==> src/shared/dtc_consts.vh <==
// Register offsets, field positions, reset values and mode codes
`ifndef DTC_CONSTS_VH
`define DTC_CONSTS_VH
// ============================================================
// Register offsets (16-bit address space)
`define DTC_ADDR_PORT0_DIR    16'hff20
`define DTC_ADDR_TIMER_A_CTL  16'hff6d
`define DTC_ADDR_TIMER_B_CTL  16'hff6e
`define DTC_ADDR_CARRIER_CTL  16'hff6f
`define DTC_ADDR_CMP_A        16'hff70
`define DTC_ADDR_CMP_B        16'hff71
`define DTC_ADDR_CMP_HB       16'hff72
`define DTC_ADDR_CNT_A        16'hff73
`define DTC_ADDR_CNT_B        16'hff74
`define DTC_ADDR_STATUS       16'hff75
// ============================================================
// Reset values
`define DTC_RST_PORT0_DIR     8'hff
`define DTC_RST_CTL           8'h00
// ============================================================
// Timer B control fields
`define DTC_B_CE              7
`define DTC_B_CLK_HI          5
`define DTC_B_CLK_LO          3
`define DTC_B_MODE_HI         2
`define DTC_B_MODE_LO         1
`define DTC_B_OE              0
// Timer A control fields
`define DTC_A_CE              7
`define DTC_A_CLK_HI          4
`define DTC_A_CLK_LO          3
`define DTC_A_MODE            1
`define DTC_A_OE              0
// Carrier control fields
`define DTC_C_REMOTE          2
`define DTC_C_NEXT            1
`define DTC_C_CUR             0
// Port pins used by the timers
`define DTC_PIN_B_OUT         6
`define DTC_PIN_A_OUT         7
// ============================================================
// Mode codes {timer_a_mode_bit, timer_b_mode_hi, timer_b_mode_lo}
`define DTC_MODE_DISCRETE     3'h0
`define DTC_MODE_CASCADE      3'h5
`define DTC_MODE_CARRIER      3'h3
`define DTC_MODE_PWM          3'h2
// Timer B clock codes
`define DTC_CLKB_FX4          3'h0
`define DTC_CLKB_FX8          3'h1
`define DTC_CLKB_EXT          3'h2
`define DTC_CLKB_EXT2         3'h3
`define DTC_CLKB_EXT4         3'h4
`define DTC_CLKB_EXT8         3'h5
// Timer A clock codes
`define DTC_CLKA_FX16         2'h0
`define DTC_CLKA_FX64         2'h1
`define DTC_CLKA_BMATCH       2'h2
`define DTC_CLKA_BOUT         2'h3
// Prescaler width (fx/64 is the longest tap)
`define DTC_PRE_W             6
`endif

==> src/hw/dtc_counter.v <==
// One 8-bit compare counter with clear on disable, match and overflow
`timescale 1ns/1ns
module dtc_counter #(
	parameter W = 8
) (
	// Clock and reset
	input  wire         clk,
	input  wire         rst,
	// Control
	input  wire         run,
	input  wire         tick,
	input  wire         clr_ext,
	input  wire [W-1:0] cmp,
	// State
	output reg  [W-1:0] count,
	output wire         at_match,
	output wire         at_top
);
	assign at_match = (count == cmp);
	assign at_top   = &count;

	always @(posedge clk) begin
		if (rst || !run)
			count <= {W{1'b0}};
		else if (clr_ext)
			count <= {W{1'b0}};
		else if (tick)
			count <= count + {{(W-1){1'b0}}, 1'b1};
	end
endmodule // dtc_counter

==> src/hw/dtc_sync_edge.v <==
// Two-flop synchroniser with rising-edge pulse
`timescale 1ns/1ns
module dtc_sync_edge (
	// Clock and reset
	input  wire clk,
	input  wire rst,
	// Signal
	input  wire din,
	output reg  rise
);
	reg s1;
	reg s2;
	reg s3;

	always @(posedge clk) begin
		if (rst) begin
			s1   <= 1'b0;
			s2   <= 1'b0;
			s3   <= 1'b0;
			rise <= 1'b0;
		end else begin
			s1   <= din;
			s2   <= s1;
			s3   <= s2;
			rise <= s2 & ~s3;
		end
	end
endmodule // dtc_sync_edge

==> src/hw/dtc_timer.v <==
// Dual 8-bit timer control: mode decode, clocks, counters, carrier output
`timescale 1ns/1ns
`include "dtc_consts.vh"
module dtc_timer (
	// Clock and reset
	input  wire        CLK_SYS,
	input  wire        RST,
	// Register port
	input  wire [15:0] ADDR,
	input  wire [7:0]  WDATA,
	input  wire        WR,
	input  wire        RD,
	output reg  [7:0]  RDATA,
	// Pins
	input  wire        EXT_COUNT_IN,
	input  wire [7:0]  PORT0_LATCH,
	output reg  [7:0]  PORT0_OUT,
	output reg  [7:0]  PORT0_OE_N,
	// Match requests
	output reg         TIMER_A_MATCH_IRQ,
	output reg         TIMER_B_MATCH_IRQ
);
	// ============================================================
	// Registers
	reg  [7:0] port0_direction;
	reg  [7:0] timer_a_mode_control;
	reg  [7:0] timer_b_mode_control;
	reg  [7:0] carrier_output_control;
	reg  [7:0] cmp_a;
	reg  [7:0] cmp_b;
	reg  [7:0] high_width_compare;
	reg  [`DTC_PRE_W-1:0] pre;
	reg  [2:0] ext_div;
	reg        b_out;
	reg        a_out;
	reg        carrier;
	reg        a_match_d;

	wire [7:0] cnt_a;
	wire [7:0] cnt_b;
	wire       a_match;
	wire       b_match;
	wire       a_top;
	wire       b_top;
	wire       ext_rise;

	// ============================================================
	// Field decode
	wire       timer_b_count_enable  = timer_b_mode_control[`DTC_B_CE];
	wire       timer_b_output_enable = timer_b_mode_control[`DTC_B_OE];
	wire [2:0] b_clk_sel = timer_b_mode_control[`DTC_B_CLK_HI:`DTC_B_CLK_LO];
	wire       timer_a_count_enable  = timer_a_mode_control[`DTC_A_CE];
	wire       timer_a_output_enable = timer_a_mode_control[`DTC_A_OE];
	wire [1:0] a_clk_sel = timer_a_mode_control[`DTC_A_CLK_HI:`DTC_A_CLK_LO];
	wire       remote_level_select = carrier_output_control[`DTC_C_REMOTE];
	wire       next_output_data    = carrier_output_control[`DTC_C_NEXT];
	wire       current_output_data = carrier_output_control[`DTC_C_CUR];

	function [3:0] dtc_mode_onehot;
		input [2:0] m;
		begin
			case (m)
			`DTC_MODE_DISCRETE: dtc_mode_onehot = 4'h1;
			`DTC_MODE_CASCADE:  dtc_mode_onehot = 4'h2;
			`DTC_MODE_CARRIER:  dtc_mode_onehot = 4'h4;
			`DTC_MODE_PWM:      dtc_mode_onehot = 4'h8;
			default:            dtc_mode_onehot = 4'h0;
			endcase
		end
	endfunction

	// Prohibited patterns decode to no mode; counters then idle
	wire [3:0] mode = dtc_mode_onehot({timer_a_mode_control[`DTC_A_MODE],
		timer_b_mode_control[`DTC_B_MODE_HI:`DTC_B_MODE_LO]});
	wire m_disc    = mode[0];
	wire m_cascade = mode[1];
	wire m_carrier = mode[2];
	wire m_pwm     = mode[3];

	// ============================================================
	// Count clocks
	dtc_sync_edge u_ext (
		.clk  (CLK_SYS),
		.rst  (RST),
		.din  (EXT_COUNT_IN),
		.rise (ext_rise)
	);

	always @(posedge CLK_SYS) begin
		if (RST) begin
			pre     <= {`DTC_PRE_W{1'b0}};
			ext_div <= 3'h0;
		end else begin
			pre <= pre + {{(`DTC_PRE_W-1){1'b0}}, 1'b1};
			if (!timer_b_count_enable)
				ext_div <= 3'h0;
			else if (ext_rise)
				ext_div <= ext_div + 3'h1;
		end
	end

	// Each tick is one cycle wide so a counter steps exactly once
	reg b_tick;
	always @* begin
		case (b_clk_sel)
		`DTC_CLKB_FX4:  b_tick = (pre[1:0] == 2'h3);
		`DTC_CLKB_FX8:  b_tick = (pre[2:0] == 3'h7);
		`DTC_CLKB_EXT:  b_tick = ext_rise;
		`DTC_CLKB_EXT2: b_tick = ext_rise & ext_div[0];
		`DTC_CLKB_EXT4: b_tick = ext_rise & (&ext_div[1:0]);
		`DTC_CLKB_EXT8: b_tick = ext_rise & (&ext_div);
		default:        b_tick = 1'b0;
		endcase
	end

	// Gated by run so a halted timer B cannot clock timer A
	wire b_event = b_run & b_tick & b_match;
	reg  b_out_d;
	always @(posedge CLK_SYS) begin
		if (RST)
			b_out_d <= 1'b0;
		else
			b_out_d <= b_out;
	end
	wire b_out_rise = b_out & ~b_out_d;

	reg a_tick_sel;
	always @* begin
		case (a_clk_sel)
		`DTC_CLKA_FX16:   a_tick_sel = (pre[3:0] == 4'hf);
		`DTC_CLKA_FX64:   a_tick_sel = (pre == {`DTC_PRE_W{1'b1}});
		`DTC_CLKA_BMATCH: a_tick_sel = b_event;
		`DTC_CLKA_BOUT:   a_tick_sel = b_out_rise;
		default:          a_tick_sel = 1'b0;
		endcase
	end

	// Cascade: A counts B wraps, both governed by B enable
	wire a_run = m_cascade ? timer_b_count_enable
		: (timer_a_count_enable & (m_disc | m_carrier | m_pwm));
	wire b_run = timer_b_count_enable & (|mode);
	wire casc_match = a_match & b_match;
	wire casc_top   = a_top & b_top;
	wire b_wrap_c   = b_tick & (b_top | casc_match);
	wire a_tick = m_cascade ? b_wrap_c : a_tick_sel;

	// ============================================================
	// Counters and clear sources
	wire a_clr = a_tick & (m_cascade ? (casc_match | casc_top)
		: (a_match | a_top));
	wire b_clr = b_tick & (m_cascade ? (casc_match | casc_top)
		: (b_match | b_top
		| ((m_carrier | m_pwm) & (cnt_b == high_width_compare))));

	dtc_counter #(.W(8)) u_cnt_a (
		.clk      (CLK_SYS),
		.rst      (RST),
		.run      (a_run),
		.tick     (a_tick),
		.clr_ext  (a_clr),
		.cmp      (cmp_a),
		.count    (cnt_a),
		.at_match (a_match),
		.at_top   (a_top)
	);

	dtc_counter #(.W(8)) u_cnt_b (
		.clk      (CLK_SYS),
		.rst      (RST),
		.run      (b_run),
		.tick     (b_tick),
		.clr_ext  (b_clr),
		.cmp      (cmp_b),
		.count    (cnt_b),
		.at_match (b_match),
		.at_top   (b_top)
	);

	wire a_hit = a_run & a_tick & (m_cascade ? 1'b0 : a_match);
	wire b_hit = b_run & b_tick & (m_cascade ? casc_match : b_match);
	wire hw_hit = b_run & b_tick & (cnt_b == high_width_compare);

	// ============================================================
	// Timer outputs and carrier
	always @(posedge CLK_SYS) begin
		if (RST) begin
			b_out     <= 1'b0;
			a_out     <= 1'b0;
			carrier   <= 1'b0;
			a_match_d <= 1'b0;
		end else begin
			a_match_d <= a_hit;
			if (!b_run)
				b_out <= 1'b0;
			else if (b_hit)
				b_out <= ~b_out;
			if (!a_run)
				a_out <= 1'b0;
			else if (a_hit)
				a_out <= ~a_out;
			// Carrier: high on B match, low on high-width match
			if (!b_run)
				carrier <= 1'b0;
			else if (hw_hit)
				carrier <= 1'b0;
			else if (b_hit)
				carrier <= 1'b1;
		end
	end

	wire a_match_rise = a_hit & ~a_match_d;
	wire carrier_pin = current_output_data
		& (remote_level_select | carrier);
	wire b_pin = m_carrier ? carrier_pin : (m_pwm ? carrier : b_out);

	// ============================================================
	// Register writes
	wire [7:0] cur_mask = {7'h00, ~timer_b_output_enable};
	always @(posedge CLK_SYS) begin
		if (RST) begin
			port0_direction        <= `DTC_RST_PORT0_DIR;
			timer_a_mode_control   <= `DTC_RST_CTL;
			timer_b_mode_control   <= `DTC_RST_CTL;
			carrier_output_control <= `DTC_RST_CTL;
			cmp_a                  <= 8'h00;
			cmp_b                  <= 8'h00;
			high_width_compare     <= 8'h00;
		end else begin
			if (WR) begin
				case (ADDR)
				`DTC_ADDR_PORT0_DIR:   port0_direction <= WDATA;
				`DTC_ADDR_TIMER_A_CTL: timer_a_mode_control <= WDATA & 8'h9b;
				`DTC_ADDR_TIMER_B_CTL: timer_b_mode_control <= WDATA & 8'hbf;
				`DTC_ADDR_CMP_A:       cmp_a <= WDATA;
				`DTC_ADDR_CMP_B:       cmp_b <= WDATA;
				`DTC_ADDR_CMP_HB:      high_width_compare <= WDATA;
				default:               ;
				endcase
			end
			// Transfer beats a same-cycle write to the current bit
			if (m_carrier && a_match_rise)
				carrier_output_control[`DTC_C_CUR] <= next_output_data;
			else if (WR && ADDR == `DTC_ADDR_CARRIER_CTL)
				carrier_output_control[`DTC_C_CUR] <=
					(WDATA[0] & cur_mask[0])
					| (current_output_data & ~cur_mask[0]);
			if (WR && ADDR == `DTC_ADDR_CARRIER_CTL)
				carrier_output_control[7:1] <= {5'h00,
					WDATA[`DTC_C_REMOTE], WDATA[`DTC_C_NEXT]};
		end
	end

	// ============================================================
	// Read port, pins and requests
	always @(posedge CLK_SYS) begin
		if (RST) begin
			RDATA             <= 8'h00;
			PORT0_OUT         <= 8'h00;
			PORT0_OE_N        <= 8'hff;
			TIMER_A_MATCH_IRQ <= 1'b0;
			TIMER_B_MATCH_IRQ <= 1'b0;
		end else begin
			RDATA <= 8'h00;
			if (RD) begin
				case (ADDR)
				`DTC_ADDR_PORT0_DIR:   RDATA <= port0_direction;
				`DTC_ADDR_TIMER_A_CTL: RDATA <= timer_a_mode_control;
				`DTC_ADDR_TIMER_B_CTL: RDATA <= timer_b_mode_control;
				`DTC_ADDR_CARRIER_CTL: RDATA <= carrier_output_control;
				`DTC_ADDR_CMP_A:       RDATA <= cmp_a;
				`DTC_ADDR_CMP_B:       RDATA <= cmp_b;
				`DTC_ADDR_CMP_HB:      RDATA <= high_width_compare;
				`DTC_ADDR_CNT_A:       RDATA <= cnt_a;
				`DTC_ADDR_CNT_B:       RDATA <= cnt_b;
				`DTC_ADDR_STATUS:      RDATA <= {4'h0, mode};
				default:               RDATA <= 8'h00;
				endcase
			end
			PORT0_OE_N <= port0_direction;
			PORT0_OUT  <= PORT0_LATCH;
			// Timer drives the pin only when enabled; the port
			// latch must be 0 for the OR to pass timer data
			PORT0_OUT[`DTC_PIN_B_OUT] <= PORT0_LATCH[`DTC_PIN_B_OUT]
				| (timer_b_output_enable & b_pin);
			PORT0_OUT[`DTC_PIN_A_OUT] <= PORT0_LATCH[`DTC_PIN_A_OUT]
				| (timer_a_output_enable & a_out);
			TIMER_A_MATCH_IRQ <= a_hit;
			TIMER_B_MATCH_IRQ <= b_hit;
		end
	end
endmodule // dtc_timer

==> config.mk <==
export PLATFORM = sky130hd
export DESIGN_NAME = dtc_timer
export DESIGN_NICKNAME = d
export VERILOG_FILES = /design/src/hw/dtc_counter.v /design/src/hw/dtc_sync_edge.v /design/src/hw/dtc_timer.v
export VERILOG_INCLUDE_DIRS = /design/src /design/src/shared
export SDC_FILE = /design/constraint.sdc
export NUM_CORES = 1
export LEC_CHECK = 0
export BUFFER_PORTS_ARGS = -buffer_cell sky130_fd_sc_hd__buf_4
export CORE_UTILIZATION = 40
export CTS_BUF_LIST = sky130_fd_sc_hd__clkbuf_4
export DETAILED_ROUTE_END_ITERATION = 8
export GPL_ROUTABILITY_DRIVEN = 0
export GPL_TIMING_DRIVEN = 0
export MAX_ROUTING_LAYER = met4
export PLACE_DENSITY = 0.66
export REMOVE_ABC_BUFFERS = 1
export SLEW_MARGIN = 5
export SYNTH_ARGS = -nofsm -noshare
export SYNTH_HDL_FRONTEND = slang
export SYNTH_SLANG_ARGS = --single-unit
==> constraint.sdc <==
create_clock -name CLK_SYS -period 5.58 [get_ports CLK_SYS]
set_input_delay 0.837 -clock CLK_SYS [delete_from_list [all_inputs] [get_ports CLK_SYS]]
set_output_delay 0.837 -clock CLK_SYS [all_outputs]
set_load 0.01 [all_outputs]
* Word-level counts from Yosys, hierarchy flattened
Index checks and enable logic that the tools add are counted.
Storage, ports and cells: bits in registers 106, latch bits 0, memory bits (writable) 0, memory bits (read-only) 0, word-level logic and storage cells 146, memories kept 0
Operators by class: add/subtract/negate cells 4, $mul 0, divide/modulo/power cells 0, $lt $le $gt $ge 0, eq/ne operators 28, shifts and indexed selects 0, muxes and demuxes 14, bitwise logic cells 47, reductions and logical operators 28
Operators with widths (count):
- $eq 16x16->1 const B | 10
- $pmux 8 s10 | 1
- $and 1x1->1 | 25
- $eq 8x8->1 | 3
- $add 8x1->8 const B | 2
- $pmux 4 s4 | 1
- $reduce_and 8->1 | 2
- $reduce_and 2->1 | 7
- $eq 3x2->1 const B | 4
- $eq 3x3->1 const B | 4
- $or 1x1->1 | 12
- $reduce_or 2->1 | 6
- $mux 1 | 10
- $not 1->1 | 10
- $add 6x1->6 const B | 1
- $eq 2x2->1 const B | 3
- $eq 6x6->1 const B | 1
- $logic_not 3->1 | 2
- $pmux 1 s6 | 1
- $eq 4x4->1 const B | 1
- $pmux 1 s4 | 1
- $reduce_or 4->1 | 1
- $add 3x1->3 const B | 1
- $eq 3x1->1 const B | 1
- 8 further kinds | 11

* Longest topological paths before layout
word-level depth 13, mapped depth 9, depth with buffers taken out 8

* Cells and area by module
From an unflattened synthesis, not the netlist that was laid out.
Unflattened totals: cells, all modules 574, area, all modules 5057.4 µm²
By module, submodules not included:
- dtc_timer | times used 1, cells an instance 460, area each 4045.1 µm²
- dtc_counter | times used 2, cells an instance 53, area each 450.4 µm²
- dtc_sync_edge | times used 1, cells an instance 8, area each 111.4 µm²

* Worst setup path before layout
OpenSTA, ideal clock, no wires.
path kind input -> register, from input ADDR[7], to register cmp_a[7], library setup time 0.128 ns, data arrival time 2.432 ns, required time 5.452 ns, slack 3.020 ns, stages 8, cell sequence nand4b_1 -> nor4_1 -> and4b_1 -> buf_2 -> and3_1 -> buf_2 -> mux2i_1 -> nor2_1
Between the ends: word-level cells in the longest chain between the ends 2
Ends and longest elaborated chain:
- from (decl) | line dtc_timer.v:9 | input wire [15:0] ADDR,
- $eq 16x16->1 | line dtc_timer.v:230 | case (ADDR)
- $reduce_and 2->1 (no line)
- to (signal assigned) | line dtc_timer.v:225 | cmp_a <= 8'h00;
- to (signal assigned) | line dtc_timer.v:234 | `DTC_ADDR_CMP_A: cmp_a <= WDATA;
- to (decl) | line dtc_timer.v:29 | reg [7:0] cmp_a;
Every way passes these cells. A chain may end at the register's enable or synchronous reset.

==> results.cfg <==
[timing]
setup_violations = 0
slew_violations = 0
rsz0062_at_grt = no
slew_headroom_pct = 22.9
period_share_pct = 54.2
tightest_slew_ps = 1150
setup_tns_ps = 0
hold_violations = 0
fmaxAchievable_mhz = 331
finalCriticalPeriod_ps = 3030
finClkSkew_ps = 20.7

[yosys]
yosysWarnings = 0
synth_area_um2 = 5090
async_flop_share_pct = 0
synth-seq-area-share_pct = 41.7
synth_edf_count = 0
synth_xor_xnor_area_share_pct = 6.19
ys.flop_type = dfxtp_1
synth_top_area_share_pct = 41.7
ys_ff_latch = 106
netlist_instances = 559
yosysTopAreaCell = dfxtp_1
synthAdderAreaFrac_pct = 1.47
avgSynthCellArea_um2 = 9.11
synthMuxAreaShare_pct = 10.2
synth_top_cells_by_area = dfxtp_1 (42%), mux2i_1 (7.1%), nand2_1 (4.8%)
synth_top_family_by_area = simple AND/OR/NAND/NOR gates
synth_cell_types = 66
synth_compound_area_share_pct = 13.5
yosys.area_share.simple_pct = 23.4

[die]
io_pins = 63
start_util_pct = 41.7
die_y_um = 115
die_w_um = 115
row_count = 40
core_um2 = 12200
dieArea_um2 = 13200

[detailed_routing]
drc_errors = 0
antenna_left = 0
wl_per_cell_um = 17.1
avgViaCountPerCell = 5.54
drt_wl_total_mm = 13.2
vias = 4275
drt_first_iter_violations = 468
first_pass_iters = 6

[clocking]
post_cts_resized = 0
ctsHoldBuffers = 0
cts.sinks = 106
root_buffer = clkbuf_4
cts_tree = done
numCtsBuffers = 9
clk_latency_ps = 490
cts_setup_buffers = 0
path_clk_slew_ps = 170
htree_levels = 3
clock_path_buffers = 2

[power_and_ir_drop]
swShare_pct = 26.0
p_per_area_nw_per_um2 = 211
p_total_mw = 1.22
pwr-share-clk_pct = 31.5
power.leakage_nw = 2.36
p_sw_uw = 317
cellInternalPower_uw = 900
ir_drop_uv = 94.1
p_comb_share_pct = 5.5
pwr-share-seq_pct = 62.9

[global_routing]
grt_pass1_vias = 3978
grt_use_total_pct = 21.4
grt.overflow.total = 0
grt_first_pass_wirelength_mm = 21.0
antenna_found_initial = 1
grt_max_degree = 81

[hold_path]
min_path_type = register to register
hp-start = u_ext.s3

[run]
drv_cap = 0

[worst_setup_path]
worstSetupStartpoint = ext_div[0]
end_kind = register
cp.required_ps = 5980
cp-start-kind = register
crit_fanout = 13
worstSetupPathType = register to register
r2r_start = ext_div[0]
crit_arrival_ps = 3430

[cells_and_area]
multi_input_area_um2 = 2800
area_delta_synth_final_pct = 13.1
layout-drive-gt1-share_pct = 17.8
fin_nets = 640
seq_area_um2 = 2120
stdcell_area_um2 = 5760
fillers = 1226

[placement]
dp_hpwl_mm = 9.51
dpl-instance-area_um2 = 5630
portBuffers = 62

[status]
status = finished, final reports clean
registers in the layout, indices dropped and copies added (netlist names), named ones only:
register,count
carrier_output_control,2
PORT0_OUT,8
u_ext.s3,1
TIMER_B_MATCH_IRQ,1
a_out,1
timer_b_mode_control,7
RDATA,8
TIMER_A_MATCH_IRQ,1
u_ext.s1,1
high_width_compare,8
u_cnt_b.count,8
timer_a_mode_control,5
cmp_a,8
PORT0_OE_N,8
u_cnt_a.count,8
pre,6
b_out_d,1
b_out,1
cmp_b,8
port0_direction,8
carrier,1
ext_div,3
u_ext.s2,1
u_ext.rise,1
synth_stat cells, drive strengths merged, types with 9 or more instances:
| master | n |
|---|---|
| clkbuf | 28 |
| xnor2 | 10 |
| nand3 | 19 |
| mux2i | 36 |
| nand3b | 10 |
| nand2 | 65 |
| dfxtp | 106 |
| nor2 | 62 |
| nor2b | 19 |
| a21oi | 22 |
| xor2 | 26 |
| or2 | 9 |
layout by cell type (no fill, tap or decap), types with 4 or more instances in the layout:
cell type / Yosys / final
a211oi_1: 6 / 6
a21oi_1: 22 / 22
a222oi_1: 4 / 4
a22o_1: 6 / 6
a22oi_1: 8 / 8
and3_1: 6 / 6
buf_4: 0 / 63
clkbuf_4: 0 / 10
dfxtp_1: 106 / 106
ha_1: 6 / 6
inv_1: 7 / 7
mux2_2: 4 / 4
mux2i_1: 36 / 36
mux4_2: 5 / 5
nand2_1: 65 / 65
nand2b_1: 8 / 8
nand3_1: 19 / 19
nand3b_1: 10 / 10
nand4_1: 7 / 7
nand4b_1: 5 / 5
nor2_1: 62 / 62
nor2b_1: 19 / 19
o22ai_1: 5 / 5
o32a_1: 5 / 5
or2_2: 9 / 9
xnor2_1: 10 / 10
xor2_1: 26 / 26
metal layers:
metal,GRT usage (%),vias to the layer above,share of wire (%)
met4,9.96,0,3.2
met5,-,-,0
met2,31.9,158,45
li1,-,2064,-
met3,4.11,24,6.6
met1,27.9,2029,45
cells by family after synthesis:
| group | after synthesis |
|---|---|
| mux | 45 |
| compound gates | 91 |
| simple gates | 232 |
| buf+inv | 43 |
| fa+ha+maj | 6 |
| xor+xnor | 36 |
| flops | 106 |
power groups by stage:
stage	combinational (mW)	sequential, mW	clock (mW)
4_1_cts	0.0669	0.766	0.395
3_5_place_dp	0.0666	0.782	0
5_1_grt	0.0717	0.767	0.427
3_3_place_gp	0.0661	0.782	0
6_report	0.0672	0.766	0.384
2_1_floorplan	0.0163	0.783	0
area by class of cell:
cell class	instances	area share (%)
Multi-Input combinational cell	410	48.5
Clock inverter	6	0.977
Sequential cell	106	36.8
Inverter	7	0.456
Timing Repair Buffer	63	8.21
Antenna cell	1	0.0434
Clock buffer	10	1.30
Tap cell	168	3.65
critical path, cell delays in order (launching register included):
cell      delay (ps)
dfxtp_1          370
ha_1             220
ha_1             190
nand2_1           60
a21oi_1           70
o21ai_1          880
a211oi_2         340
o31ai_1          430
mux2_2           380
stage by stage:
| step | hold slack, ps | std cells | worst slack (ps) | util (%) |
|---|---|---|---|---|
| floorplan | 367 | 523 | 2620 | - |
| global placement | 372 | 753 | 1640 | 46.0 |
| detailed placement | 381 | 754 | 2330 | 46.1 |
| CTS | 403 | 770 | 2570 | 47.2 |
| global route | 408 | 771 | 2360 | 47.2 |
| finish | 397 | 771 | 2550 | 47.2 |
worst paths after layout:
kind / endpoint / slack (ps) / depth (start not counted)
hold reg to reg: u_ext.rise / 400 / 1
setup / recovery: register / 2550 / 8
setup reg to reg: register / 2550 / 8
hold / removal: u_ext.rise / 400 / 1
Note: power is estimated with default switching activity, not from simulation.
